File: config.mk
export PLATFORM = sky130hd
export DESIGN_NAME = dce_debug_command_executor
export DESIGN_NICKNAME = d
export VERILOG_FILES = /design/src/pkg/dce_pkg.sv /design/src/hw/dce_debug_command_executor.sv
export SDC_FILE = /design/constraint.sdc
export NUM_CORES = 1
export LEC_CHECK = 0
export BUFFER_PORTS_ARGS = -buffer_cell sky130_fd_sc_hd__buf_2
export CAP_MARGIN = 0
export CORE_UTILIZATION = 35
export CTS_BUF_LIST = sky130_fd_sc_hd__clkbuf_4 sky130_fd_sc_hd__clkbuf_8
export DETAILED_ROUTE_END_ITERATION = 12
export PLACE_DENSITY = 0.6
export SLEW_MARGIN = 40
export SYNTH_ARGS = -nofsm -noshare
export SYNTH_HDL_FRONTEND = slang
export SYNTH_SLANG_ARGS = --single-unit
File: constraint.sdc
create_clock -name CLK -period 6.4 [get_ports CLK]
set_clock_uncertainty 0.05 [all_clocks]
set_input_delay 0.96 -clock CLK [delete_from_list [all_inputs] [get_ports CLK]]
set_output_delay 0.96 -clock CLK [all_outputs]
set_load 0.01 [all_outputs]
File: src/pkg/dce_pkg.sv
// Constants for the debug command executor
package dce_pkg;
  // Command codes
  localparam logic [7:0] CMD_NOP        = 8'h00;
  localparam logic [7:0] CMD_BACKGROUND = 8'h04;
  localparam logic [7:0] CMD_GO         = 8'h08;
  localparam logic [7:0] CMD_GO_UNTIL   = 8'h0C;
  localparam logic [7:0] CMD_ACK_DIS    = 8'hD5;
  localparam logic [7:0] CMD_ACK_EN     = 8'hD4;
  // Families: base + 4*sz, bit 0 with-status
  localparam logic [7:0] CMD_WRITE_MEM  = 8'h10;
  localparam logic [7:0] CMD_FILL_MEM   = 8'h12;
  localparam logic [7:0] CMD_READ_MEM   = 8'h30;
  localparam logic [7:0] CMD_DUMP_MEM   = 8'h32;
  localparam logic [7:0] CMD_FILL_L_WS  = 8'h1B;
  localparam logic [7:0] FAMILY_MASK    = 8'hF2;
  localparam logic [7:0] CMD_READ_REG   = 8'h60;
  localparam logic [7:0] READ_REG_MASK  = 8'hF0;
  localparam int         SZ_LSB         = 2;
  localparam int         WS_BIT         = 0;
  // Widths
  localparam int         ADDR_W         = 24;
  localparam int         CRN_W          = 4;
  // APB map
  localparam logic [11:0] OFS_CTRL      = 12'h000;
  localparam logic [11:0] OFS_STATUS    = 12'h004;
  localparam logic [11:0] OFS_POINTER   = 12'h008;
  // CTRL fields
  localparam int         CTRL_DAE       = 0;
  localparam logic       CTRL_RESET     = 1'b0;
  // STATUS fields; low byte goes to host
  localparam int         ST_ACTIVE      = 0;
  localparam int         ST_ACK_EN      = 1;
  localparam int         ST_ILLEGAL     = 2;
  localparam int         ST_NO_RESPONSE_FLAG      = 3;
  localparam int         ST_WAIT        = 4;
  localparam int         ST_HALT_PEND   = 5;
  localparam int         ST_DAE         = 6;
  localparam int         ST_BUSY        = 7;
  // Reset values
  localparam logic [ADDR_W-1:0] PTR_RESET = 24'h000000;
  // Previous command class
  typedef enum logic [1:0] {LAST_NEUTRAL, LAST_RD, LAST_WR, LAST_OTHER} dce_last_t;
endpackage

File: src/hw/dce_debug_command_executor.sv
// Command executor of the single-wire debug controller
// What this block does
// - Handshake-off clears acknowledge enable and sends no acknowledge itself
// - Handshake-on runs locally, pulses acknowledge once, enables later acknowledges
// - Halt request raises CPU halt only when debug access enable is set
// - Halt during wait stays pending; flags show no-response, wait, not active
// - Sequential read uses pointer then advances it by 1, 2 or 4
// - Read with status sends status after read first; acknowledge precedes data
// - Sequential read legal only after SYNC, no-op, addressed or sequential read
// - Sequential write stores operand at pointer then advances by size
// - Write acknowledge only after the access completes or aborts
// - Write with status returns status after write; long form is 0x1B
// - Sequential write legal only after SYNC, no-op, addressed or sequential write
// - Resume leaves halt, restarts CPU from PC, acknowledges when enabled
// - Resume outside halt mode is illegal and sets the flag
// - Resume-until-halt acknowledges on halt re-entry; no timeout while pending
// - Resume-until-halt outside halt mode is illegal and sets the flag
// - Without handshake, resume-until-halt acts as plain resume
// - Register read returns 32 bits, zero filled; acknowledge precedes data
// - Register read outside halt mode sets flag and makes no access
// - Codes 0x08 resume, 0x0C resume-until-halt, 0x00 no-op
// - Register read code is 0x60 plus register number, then 32-bit data
//
// The address map and the APB register port are this design's own decisions.
`timescale 1ns/1ps
module dce_debug_command_executor (
  // Clock and reset
  input  wire logic        CLK,
  input  wire logic        RESETN,
  // APB slave
  input  wire logic        PSEL,
  input  wire logic        PENABLE,
  input  wire logic        PWRITE,
  input  wire logic [11:0] PADDR,
  input  wire logic [31:0] PWDATA,
  output logic      [31:0] PRDATA,
  output logic             PREADY,
  output logic             PSLVERR,
  // Commands from the serial framer
  input  wire logic        CMD_VALID,
  input  wire logic [7:0]  CMD_CODE,
  input  wire logic [23:0] CMD_ADDR,
  input  wire logic [31:0] CMD_WDATA,
  input  wire logic        CMD_SYNC,
  // Answers to the serial framer
  output logic             ACK_PULSE,
  output logic             ILLEGAL_PULSE,
  output logic             RSP_VALID,
  output logic      [31:0] RSP_DATA,
  output logic             RSP_STATUS_VALID,
  output logic      [7:0]  RSP_STATUS,
  output logic             ACK_WAITING,
  output logic             CMD_BUSY,
  // Memory access
  output logic             MEM_REQ,
  output logic             MEM_WE,
  output logic      [23:0] MEM_ADDR,
  output logic      [1:0]  MEM_SIZE,
  output logic      [31:0] MEM_WDATA,
  input  wire logic        MEM_DONE,
  input  wire logic        MEM_ABORT,
  input  wire logic [31:0] MEM_RDATA,
  // CPU control
  output logic             CPU_HALT_REQ,
  output logic             CPU_RESUME,
  output logic             CPU_REG_REQ,
  output logic      [3:0]  CPU_REG_NUM,
  input  wire logic        CPU_HALTED,
  input  wire logic        CPU_WAIT,
  input  wire logic        CPU_REG_DONE,
  input  wire logic [31:0] CPU_REG_DATA
);

  typedef enum logic [2:0] {S_IDLE, S_MEM, S_REG, S_DATA, S_GO_RUN, S_GO_HALT} dce_state_t;

  // Operand size in bytes
  function automatic logic [23:0] size_bytes(input logic [1:0] sz);
    size_bytes = (sz == 2'd0) ? 24'h000001 : (sz == 2'd1) ? 24'h000002 : 24'h000004;
  endfunction

  // Clear low address bits for size
  function automatic logic [23:0] align(input logic [23:0] a, input logic [1:0] sz);
    align = (sz == 2'd0) ? a : (sz == 2'd1) ? {a[23:1], 1'b0} : {a[23:2], 2'b00};
  endfunction

  dce_state_t        state_ff, nxt_state;
  dce_pkg::dce_last_t last_ff, nxt_last;
  logic [23:0]       ptr_ff, nxt_ptr;
  logic              ack_en_ff, nxt_ack_en;
  logic              dae_ff;
  logic              ill_ff;
  logic              halt_req_ff, nxt_halt_req;
  logic              is_write_ff, nxt_is_write;
  logic              is_ws_ff, nxt_is_ws;
  logic [1:0]        sz_ff, nxt_sz;
  logic [31:0]       data_ff, nxt_data;
  logic              ack_ff, nxt_ack;
  logic              ill_pulse_ff, nxt_ill_pulse;
  logic              rsp_ff, nxt_rsp;
  logic              st_valid_ff, nxt_st_valid;
  logic              mem_req_ff, nxt_mem_req;
  logic              resume_ff, nxt_resume;
  logic              reg_req_ff, nxt_reg_req;
  logic [3:0]        crn_ff, nxt_crn;
  logic [31:0]       prdata_ff;
  logic              pready_ff;
  logic              pslverr_ff;

  // Command decode
  wire [1:0] cmd_sz     = CMD_CODE[dce_pkg::SZ_LSB +: 2];
  wire       cmd_ws     = CMD_CODE[dce_pkg::WS_BIT];
  wire [7:0] cmd_family = CMD_CODE & dce_pkg::FAMILY_MASK;
  wire       sz_ok      = (cmd_sz != 2'd3);
  wire       is_rd_mem  = sz_ok && (cmd_family == dce_pkg::CMD_READ_MEM);
  wire       is_wr_mem  = sz_ok && (cmd_family == dce_pkg::CMD_WRITE_MEM);
  wire       is_dump    = sz_ok && (cmd_family == dce_pkg::CMD_DUMP_MEM);
  wire       is_fill    = sz_ok && (cmd_family == dce_pkg::CMD_FILL_MEM);
  wire       is_rd_reg  = (CMD_CODE & dce_pkg::READ_REG_MASK) == dce_pkg::CMD_READ_REG;
  wire       is_go      = CMD_CODE == dce_pkg::CMD_GO;
  wire       is_go_unt  = CMD_CODE == dce_pkg::CMD_GO_UNTIL;
  wire       is_nop     = CMD_CODE == dce_pkg::CMD_NOP;
  wire       dump_legal = (last_ff == dce_pkg::LAST_NEUTRAL) || (last_ff == dce_pkg::LAST_RD);
  wire       fill_legal = (last_ff == dce_pkg::LAST_NEUTRAL) || (last_ff == dce_pkg::LAST_WR);
  wire       take_cmd   = CMD_VALID && (state_ff == S_IDLE) && !CMD_SYNC;
  wire       mem_end    = MEM_DONE || MEM_ABORT;

  // Status byte, reflects the live state
  wire       no_resp    = halt_req_ff && !CPU_HALTED && CPU_WAIT;
  wire [7:0] status_byte;
  assign status_byte[dce_pkg::ST_ACTIVE]    = CPU_HALTED;
  assign status_byte[dce_pkg::ST_ACK_EN]    = ack_en_ff;
  assign status_byte[dce_pkg::ST_ILLEGAL]   = ill_ff;
  assign status_byte[dce_pkg::ST_NO_RESPONSE_FLAG]    = no_resp;
  assign status_byte[dce_pkg::ST_WAIT]      = CPU_WAIT;
  assign status_byte[dce_pkg::ST_HALT_PEND] = halt_req_ff && !CPU_HALTED;
  assign status_byte[dce_pkg::ST_DAE]       = dae_ff;
  assign status_byte[dce_pkg::ST_BUSY]      = state_ff != S_IDLE;

  // Status with this access's abort
  wire [7:0] status_now = status_byte | ({7'h00, MEM_ABORT} << dce_pkg::ST_ILLEGAL);

  // APB decode
  wire       apb_setup  = PSEL && !PENABLE;
  wire       apb_wr     = PSEL && PENABLE && PWRITE && pready_ff;
  wire       hit_ctrl   = PADDR == dce_pkg::OFS_CTRL;
  wire       hit_status = PADDR == dce_pkg::OFS_STATUS;
  wire       hit_ptr    = PADDR == dce_pkg::OFS_POINTER;
  wire       apb_hit    = hit_ctrl || hit_status || hit_ptr;
  wire [31:0] apb_rdata = hit_ctrl   ? {31'h0, dae_ff} :
                          hit_status ? {24'h0, status_byte} :
                          hit_ptr    ? {8'h0, ptr_ff} : 32'h0;
  wire       ill_clear  = apb_wr && hit_status && PWDATA[dce_pkg::ST_ILLEGAL];
  wire       ill_set    = nxt_ill_pulse || (state_ff == S_MEM && MEM_ABORT);

  // Command sequencing
  always_comb begin
    nxt_state     = state_ff;
    nxt_last      = last_ff;
    nxt_ptr       = ptr_ff;
    nxt_ack_en    = ack_en_ff;
    nxt_halt_req  = halt_req_ff;
    nxt_is_write  = is_write_ff;
    nxt_is_ws     = is_ws_ff;
    nxt_sz        = sz_ff;
    nxt_data      = data_ff;
    nxt_crn       = crn_ff;
    nxt_ack       = 1'b0;
    nxt_ill_pulse = 1'b0;
    nxt_rsp       = 1'b0;
    nxt_st_valid  = 1'b0;
    nxt_resume    = 1'b0;
    nxt_mem_req   = mem_req_ff;
    nxt_reg_req   = reg_req_ff;
    if (CPU_HALTED) begin
      nxt_halt_req = 1'b0;
    end
    if (CMD_SYNC) begin
      // Abort all, incl. pending ack
      nxt_state   = S_IDLE;
      nxt_last    = dce_pkg::LAST_NEUTRAL;
      nxt_mem_req = 1'b0;
      nxt_reg_req = 1'b0;
    end else begin
      unique case (state_ff)
        S_IDLE: begin
          if (take_cmd) begin
            nxt_last = dce_pkg::LAST_OTHER;
            if (CMD_CODE == dce_pkg::CMD_ACK_DIS) begin
              nxt_ack_en = 1'b0;
            end else if (CMD_CODE == dce_pkg::CMD_ACK_EN) begin
              nxt_ack_en = 1'b1;
              nxt_ack    = 1'b1;
            end else if (is_nop) begin
              nxt_last = dce_pkg::LAST_NEUTRAL;
              nxt_ack  = ack_en_ff;
            end else if (CMD_CODE == dce_pkg::CMD_BACKGROUND) begin
              nxt_halt_req = dae_ff && !CPU_HALTED;
              nxt_ack      = ack_en_ff;
            end else if (is_go || is_go_unt) begin
              if (!CPU_HALTED) begin
                nxt_ill_pulse = 1'b1;
              end else begin
                nxt_resume = 1'b1;
                if (is_go_unt && ack_en_ff) begin
                  nxt_state = S_GO_RUN;
                end else begin
                  nxt_ack = ack_en_ff;
                end
              end
            end else if (is_rd_mem || is_wr_mem) begin
              nxt_ptr  = align(CMD_ADDR, cmd_sz) + size_bytes(cmd_sz);
              nxt_last = is_rd_mem ? dce_pkg::LAST_RD : dce_pkg::LAST_WR;
            end else if (is_dump || is_fill) begin
              if ((is_dump && dump_legal) || (is_fill && fill_legal)) begin
                nxt_is_write = is_fill;
                nxt_is_ws    = cmd_ws;
                nxt_sz       = cmd_sz;
                nxt_data     = CMD_WDATA;
                nxt_mem_req  = 1'b1;
                nxt_last     = is_dump ? dce_pkg::LAST_RD : dce_pkg::LAST_WR;
                nxt_state    = S_MEM;
              end else begin
                nxt_ill_pulse = 1'b1;
              end
            end else if (is_rd_reg) begin
              if (!CPU_HALTED) begin
                nxt_ill_pulse = 1'b1;
              end else begin
                nxt_crn     = CMD_CODE[dce_pkg::CRN_W-1:0];
                nxt_reg_req = 1'b1;
                nxt_state   = S_REG;
              end
            end
          end
        end
        S_MEM: begin
          if (mem_end) begin
            nxt_mem_req = 1'b0;
            nxt_ptr     = ptr_ff + size_bytes(sz_ff);
            if (is_write_ff) begin
              nxt_ack      = ack_en_ff && !is_ws_ff;
              nxt_st_valid = is_ws_ff;
              nxt_state    = S_IDLE;
            end else begin
              nxt_data     = MEM_ABORT ? 32'h0 : MEM_RDATA;
              nxt_st_valid = is_ws_ff;
              nxt_ack      = ack_en_ff && !is_ws_ff;
              nxt_state    = S_DATA;
            end
          end
        end
        S_REG: begin
          if (CPU_REG_DONE) begin
            nxt_reg_req = 1'b0;
            nxt_data    = CPU_REG_DATA;
            nxt_ack     = ack_en_ff;
            nxt_state   = S_DATA;
          end
        end
        S_DATA: begin
          nxt_rsp   = 1'b1;
          nxt_state = S_IDLE;
        end
        S_GO_RUN: begin
          if (!CPU_HALTED) begin
            nxt_state = S_GO_HALT;
          end
        end
        S_GO_HALT: begin
          if (CPU_HALTED) begin
            nxt_ack   = 1'b1;
            nxt_state = S_IDLE;
          end
        end
        default: begin
          nxt_state = S_IDLE;
        end
      endcase
    end
  end

  always_ff @(posedge CLK or negedge RESETN) begin
    if (!RESETN) begin
      state_ff     <= S_IDLE;
      last_ff      <= dce_pkg::LAST_NEUTRAL;
      ptr_ff       <= dce_pkg::PTR_RESET;
      ack_en_ff    <= 1'b0;
      halt_req_ff  <= 1'b0;
      is_write_ff  <= 1'b0;
      is_ws_ff     <= 1'b0;
      sz_ff        <= 2'd0;
      data_ff      <= 32'h0;
      crn_ff       <= 4'h0;
      ack_ff       <= 1'b0;
      ill_pulse_ff <= 1'b0;
      rsp_ff       <= 1'b0;
      st_valid_ff  <= 1'b0;
      mem_req_ff   <= 1'b0;
      resume_ff    <= 1'b0;
      reg_req_ff   <= 1'b0;
    end else begin
      state_ff     <= nxt_state;
      last_ff      <= nxt_last;
      ptr_ff       <= nxt_ptr;
      ack_en_ff    <= nxt_ack_en;
      halt_req_ff  <= nxt_halt_req;
      is_write_ff  <= nxt_is_write;
      is_ws_ff     <= nxt_is_ws;
      sz_ff        <= nxt_sz;
      data_ff      <= nxt_data;
      crn_ff       <= nxt_crn;
      ack_ff       <= nxt_ack;
      ill_pulse_ff <= nxt_ill_pulse;
      rsp_ff       <= nxt_rsp;
      st_valid_ff  <= nxt_st_valid;
      mem_req_ff   <= nxt_mem_req;
      resume_ff    <= nxt_resume;
      reg_req_ff   <= nxt_reg_req;
    end
  end

  // Status byte held with result
  logic [7:0] status_ff;
  always_ff @(posedge CLK or negedge RESETN) begin
    if (!RESETN) begin
      status_ff <= 8'h00;
    end else if (nxt_st_valid) begin
      status_ff <= status_now;
    end
  end

  // Sticky illegal flag, set wins
  always_ff @(posedge CLK or negedge RESETN) begin
    if (!RESETN) begin
      ill_ff <= 1'b0;
    end else if (ill_set) begin
      ill_ff <= 1'b1;
    end else if (ill_clear) begin
      ill_ff <= 1'b0;
    end
  end

  // APB slave, no wait state on any access; PREADY is registered from the setup phase
  always_ff @(posedge CLK or negedge RESETN) begin
    if (!RESETN) begin
      dae_ff     <= dce_pkg::CTRL_RESET;
      prdata_ff  <= 32'h0;
      pready_ff  <= 1'b0;
      pslverr_ff <= 1'b0;
    end else begin
      pready_ff  <= apb_setup;
      pslverr_ff <= apb_setup && !apb_hit;
      prdata_ff  <= (apb_setup && !PWRITE) ? apb_rdata : 32'h0;
      if (apb_wr && hit_ctrl) begin
        dae_ff <= PWDATA[dce_pkg::CTRL_DAE];
      end
    end
  end

  assign PRDATA           = prdata_ff;
  assign PREADY           = pready_ff;
  assign PSLVERR          = pslverr_ff;
  assign ACK_PULSE        = ack_ff;
  assign ILLEGAL_PULSE    = ill_pulse_ff;
  assign RSP_VALID        = rsp_ff;
  assign RSP_DATA         = data_ff;
  assign RSP_STATUS_VALID = st_valid_ff;
  assign RSP_STATUS       = status_ff;
  assign ACK_WAITING      = (state_ff == S_GO_RUN) || (state_ff == S_GO_HALT);
  assign CMD_BUSY         = state_ff != S_IDLE;
  assign MEM_REQ          = mem_req_ff;
  assign MEM_WE           = is_write_ff;
  assign MEM_ADDR         = ptr_ff;
  assign MEM_SIZE         = sz_ff;
  assign MEM_WDATA        = data_ff;
  assign CPU_HALT_REQ     = halt_req_ff;
  assign CPU_RESUME       = resume_ff;
  assign CPU_REG_REQ      = reg_req_ff;
  assign CPU_REG_NUM      = crn_ff;

endmodule

# Word-level counts from Yosys, hierarchy flattened
# Index checks and enable logic that the tools add are counted.
# totals
wordCells	297
input_bits	184
output_inout_bits	147
register_bits	114
# op_classes
bitwise	9
n_eq_ne	57
n_addsub	2
mux	142
n_reduce_logical	64
# ops
cell	count
32-bit two-way mux	13
24-bit two-way mux	12
32-bit case mux with 3 select lines	1
1-bit two-way mux	73
3-bit two-way mux	22
24-bit by 3-bit adder with 24-bit output	2
24-bit case mux with 2 select lines	1
3-bit inequality test, second input constant	14
2-bit two-way mux	16
12-bit AND reduction	2
1-bit logical AND	23
2-bit inequality test, second input constant	11
11-bit AND reduction	2
8-bit by 4-bit equality test with 1-bit output, second input constant	2
8-bit equality test, second input constant	2
3-bit case mux with 5 select lines	1
15-bit AND reduction	1
14-bit AND reduction	1
12-bit by 3-bit equality test with 1-bit output, second input constant	1
12-bit by 4-bit equality test with 1-bit output, second input constant	1
12-bit zero test	1
3-bit nonzero test	4
1-bit logical OR	11
5-bit by 2-bit equality test with 1-bit output, second input constant	2
other kinds (27)	55

# Longest topological paths before layout
# depth
depth_word	17
ltp_mapped	11
depth_no_buf	10

# Worst setup path before layout
# No wires, ideal clock.
# synth_path
path_type	input to register
start	input CMD_CODE[2]
end	register ptr_ff[22] (netlist: MEM_ADDR[22])
setup_slack_ns	3.369
path_stages	11
setup_ns	0.066
path_buffers	2
arrival_time_ns	2.914
t_required_ns	6.284
path_cell_list	buf_2 -> nand2b_1 -> inv_1 -> fa_1 -> a21oi_1 -> or3_1 -> buf_6 -> nor3_4 -> xnor2_1 -> a2111oi_2 -> a221o_1
# synth_between
elab_chain_len	12
elab_cells_between_ends	33
classes_between	add/sub (1); eq/ne (13); mux (12); reduce/logical (7)
# synth_lines
element	line_no	source
from (decl)	dce_debug_command_executor.sv:41	input wire logic [7:0] CMD_CODE,
2-bit by 1-bit equality test with 1-bit output	dce_debug_command_executor.sv:78, dce_debug_command_executor.sv:83	
2-bit two-way mux or 3-bit two-way mux (tied branches) (2 in series)	dce_debug_command_executor.sv:83, dce_debug_command_executor.sv:78	
24-bit by 3-bit adder with 24-bit output	dce_debug_command_executor.sv:211	nxt_ptr = align(CMD_ADDR, cmd_sz) + size_bytes(cmd_sz);
24-bit two-way mux	dce_debug_command_executor.sv:210	end else if (is_rd_mem || is_wr_mem) begin
24-bit two-way mux	dce_debug_command_executor.sv:199	end else if (is_go || is_go_unt) begin
24-bit two-way mux	dce_debug_command_executor.sv:196	end else if (CMD_CODE == dce_pkg::CMD_BACKGROUND) begin
24-bit two-way mux	dce_debug_command_executor.sv:193	end else if (is_nop) begin
24-bit two-way mux	dce_debug_command_executor.sv:190	end else if (CMD_CODE == dce_pkg::CMD_ACK_EN) begin
24-bit two-way mux	dce_debug_command_executor.sv:188	if (CMD_CODE == dce_pkg::CMD_ACK_DIS) begin
24-bit two-way mux	dce_debug_command_executor.sv:186	if (take_cmd) begin
24-bit case mux with 2 select lines	dce_debug_command_executor.sv:184	unique case (state_ff)
to (signal assigned)	dce_debug_command_executor.sv:286	ptr_ff <= dce_pkg::PTR_RESET;
to (signal assigned)	dce_debug_command_executor.sv:304	ptr_ff <= nxt_ptr;
to (decl)	dce_debug_command_executor.sv:88	logic [23:0] ptr_ff, nxt_ptr;
# Several ways; a longest one is shown, not always the timed one. The select of a mux whose other input is x is not followed.
# A chain may end at the register's enable or synchronous reset.

# Final worst setup path
# layout_path
start	input CMD_CODE[3]
end	register ptr_ff[22] (netlist: MEM_ADDR[22])
# Same word-level chain as after synthesis.

==> metrics.md <==
| Metric | Value |
|---|---|
| Clock buffer depth | 2 |
| Share of cells above drive strength 1 | 36.0% |
| Synthesized area | 0.00682 mm^2 |
| Worst hold path endpoint | RSP_STATUS[7] |
| Die W | 142 um |
| GRT overflow | 0 |
| Worst setup SP type | input port |
| Vias | 6513 |
| Clk slew on worst S/H paths | 0.07 ns |
| Power per Cell Area | 328 mW/mm^2 |
| Delay-heaviest family, CP | simple AND/OR/NAND/NOR gates |
| Max-cap viol count | 0 |
| Fmax | 318 MHz |
| Ys Warns | 0 |
| Row count | 50 |
| GP Congestion | 0.871 |
| Mapped Cells | 753 |
| Fin nets | 1186 |
| Final Hold Slack | 0.411 ns |
| Root Driver | clkbuf_8 |
| Core Footprint | 0.0189 mm^2 |
| Leakage | 4.38 nW |
| Post-Syn Area per Cell | 9.06 um^2 |
| Clock Sinks | 114 |
| # resized after CTS | 0 |
| Sequential fraction of the synthesis area | 41.8% |
| Critical-path cell list | buf_2, nand2b_1, inv_1, fa_1, a21oi_1, or3_1, nor3_4, xnor2_1, nand2_1, a221o_1 |
| Setup TNS | 0 ns |
| Post-route ant nets | 0 |
| Maximum vdd ir drop | 0.145 mV |
| Worst Path Buf+Inv | 2 |
| Die area | 0.0200 mm^2 |
| Post-synth cell types | 70 |
| WS Path Type | input port to flip-flop |
| Die Y | 142 um |
| Post-route DRC violation count | 0 |
| Fillers | 1911 |
| Htree depth | 4 |
| Antenna violations before repair | 5 |
| Fin. Hold Viols | 0 |
| Synth-to-layout area growth | 26.8% |
| Slowest CP cell | fa_1 |
| Post-CTS setup buffers | 0 |
| IO Pins | 331 |
| Worst-Margin Slew | 0.795 ns |
| Clock Latency Late Sink | 0.44 ns |
| GRT Util Overall | 22.2% |
| Post-synth ARST share | 100% |
| Setup violators final | 0 |
| Critical path peak fanout | 14 |
| Final period util | 49.1% |
| Yosys top cell by area | dfrtp_1 |
| Largest cells by area after synthesis | dfrtp_1 42%, mux2_1 6.4%, nand2_1 6.2%, a22oi_1 4.5%, buf_4 4.4% |
| CP max stage delay | 0.48 ns |
| Starting Density | 36.1% |
| Post-synth EDFFs | 0 |
| Vias per cell | 5.12 |
| R2r endpoint | MEM_ADDR[22] |
| Port Buffers | 292 |
| Worst reg-to-reg setup slack | 3.48 ns |
| CP Capture Type | flip-flop |
| RSZ-0062 raised after global routing | no |
| CTS buffer count | 17 |
| Main synth FF type | dfrtp_1 |
| RR Startpoint | MEM_SIZE[1] |
| Reg2Reg Depth | 10 |
| Register bit total from synthesis | 114 |
| Critical path depth | 10 |
| Status | finished clean |
| Drt pass-1 iters | 5 |
| Worst Hold Launch | RSP_STATUS[7] |
| Fin. max-slew vios | 0 |
| WL per Instance | 17.6 um |
| CTS hold repair buffers | 0 |
| Worst EP arrival | 3.42 ns |
| Final wirelength | 22300 um |
| Tmin final | 3.14 ns |
| Hold path depth | 1 |
| CTS tree | built |
| Starting DRT DRC Count | 516 |
| Worst min path class | flip-flop to flip-flop |
| Number of global-route vias before repair | 6034 |
| Largest net degree at the start of global routing | 63 |
| Slew HR | 47.0% |
| DP Wirelength | 17200 um |
| Top cell type's share of synthesized area | 41.8% |
| Crit. Startpoint | CMD_CODE[3] |
| Worst Path Required | 6.68 ns |
| First-pass GRT wire length | 33700 um |
[state kept, by name, summed over array words and instances (netlist names), 2 cells and up]
signal / count
MEM_WDATA: 32
PRDATA: 24
CPU_REG_NUM: 4
last_ff: 2
MEM_ADDR: 24
MEM_SIZE: 2
RSP_STATUS: 8
state_ff: 3
[per-stage QoR]
stage | utilization [%] | std cells | worst slack [ns] | power [mW] | instance area [um^2]
after floorplan | - | 760 | 3.37 | 1.76 | 6850
after global placement | 43.5 | 1236 | 2.83 | 2.16 | 8220
after detailed placement | 43.6 | 1236 | 2.83 | 2.17 | 8240
after CTS | 45.7 | 1266 | 3.30 | 2.87 | 8630
after global routing | 45.8 | 1270 | 3.11 | 3.02 | 8650
final | 45.8 | 1271 | 3.26 | 2.83 | 8650
[synthesized netlist by cell type (16+ instances only)]
library cell and n:
nor2_1 46, o21ai_0 16, nand3_1 21, o21ai_1 17
buf_2 19, a22oi_1 41, nand2_1 113, and3_1 26
mux2_1 39, a21oi_1 51, dfrtp_1 114, buf_4 40
clkbuf_1 22
[worst register-to-register path: stages (launching register included)]
cell and delay [ns]:
dfrtp_1 0.44, nor2_1 0.11, ha_1 0.18, inv_1 0.06
fa_1 0.38, nand2b_1 0.20, a2111o_1 0.53, nor3_2 0.30
a21oi_1 0.14, a2111oi_2 0.33, a221o_1 0.15
[worst max path at each step]
stage	to	slack, ns
after detailed placement	MEM_ADDR[22]	2.83
final	MEM_ADDR[22]	3.26
after global routing	MEM_ADDR[22]	3.11
after floorplan	MEM_ADDR[22]	3.37
after global placement	MEM_ADDR[5]	2.83
after CTS	MEM_ADDR[22]	3.30
[metal layers]
layer / GRT usage (%) / wire [um]
met2: 37.6 / 11000
met4: 9.90 / 708
met1: 27.4 / 9310
met5: 0 / 0
met3: 4.56 / 1340
[power breakdown]
group,leakage (nW),total (mW),internal (mW),switching [mW]
clock network,0.202,0.688,0.386,0.302
logic,2.71,1.00,0.434,0.568
registers,1.47,1.14,0.915,0.229
[kinds of logic (layout without fill, tap and decap cells)]
kind of cell / count (synthesis) / count (layout) / synth area share [%]
buf+inv: 99 / 345 / 8.11
compound gates: 175 / 175 / 16.7
flops: 114 / 114 / 41.8
other cells: 1 / 13 / 0.0550
simple gates: 286 / 286 / 21.0
fa+ha+maj: 7 / 7 / 1.50
xor+xnor: 23 / 23 / 2.95
mux: 48 / 48 / 7.89
[cell type report]
class	count	area (um^2)	share of cell area (%)
Antenna cell	5	12.5	0.145
Clock buffer	19	249	2.88
Clock inverter	11	140	1.62
Inverter	15	56.3	0.651
Multi-Input combinational cell	547	3480	40.3
Sequential cell	114	2850	33.0
Tap cell	260	325	3.76
Timing Repair Buffer	300	1530	17.7
[placed cells by master (no fill, tap or decap), drive strengths merged, types with 6 or more instances in the layout]
| cell type | n |
|---|---|
| o22ai | 10 |
| nand4 | 6 |
| nand2 | 113 |
| conb | 8 |
| xor2 | 13 |
| a21oi | 51 |
| mux2 | 46 |
| nor3b | 6 |
| clkbuf | 19 |
| clkinv | 7 |
| inv | 15 |
| and3 | 26 |
| buf | 300 |
| o21ai | 34 |
| nor2b | 7 |
| nor3 | 18 |
| nand3 | 22 |
| nand2b | 9 |
| dfrtp | 114 |
| nor4 | 10 |
| a22oi | 41 |
| xnor2 | 10 |
| nor2 | 47 |
Power figures use the tool's default switching activity.
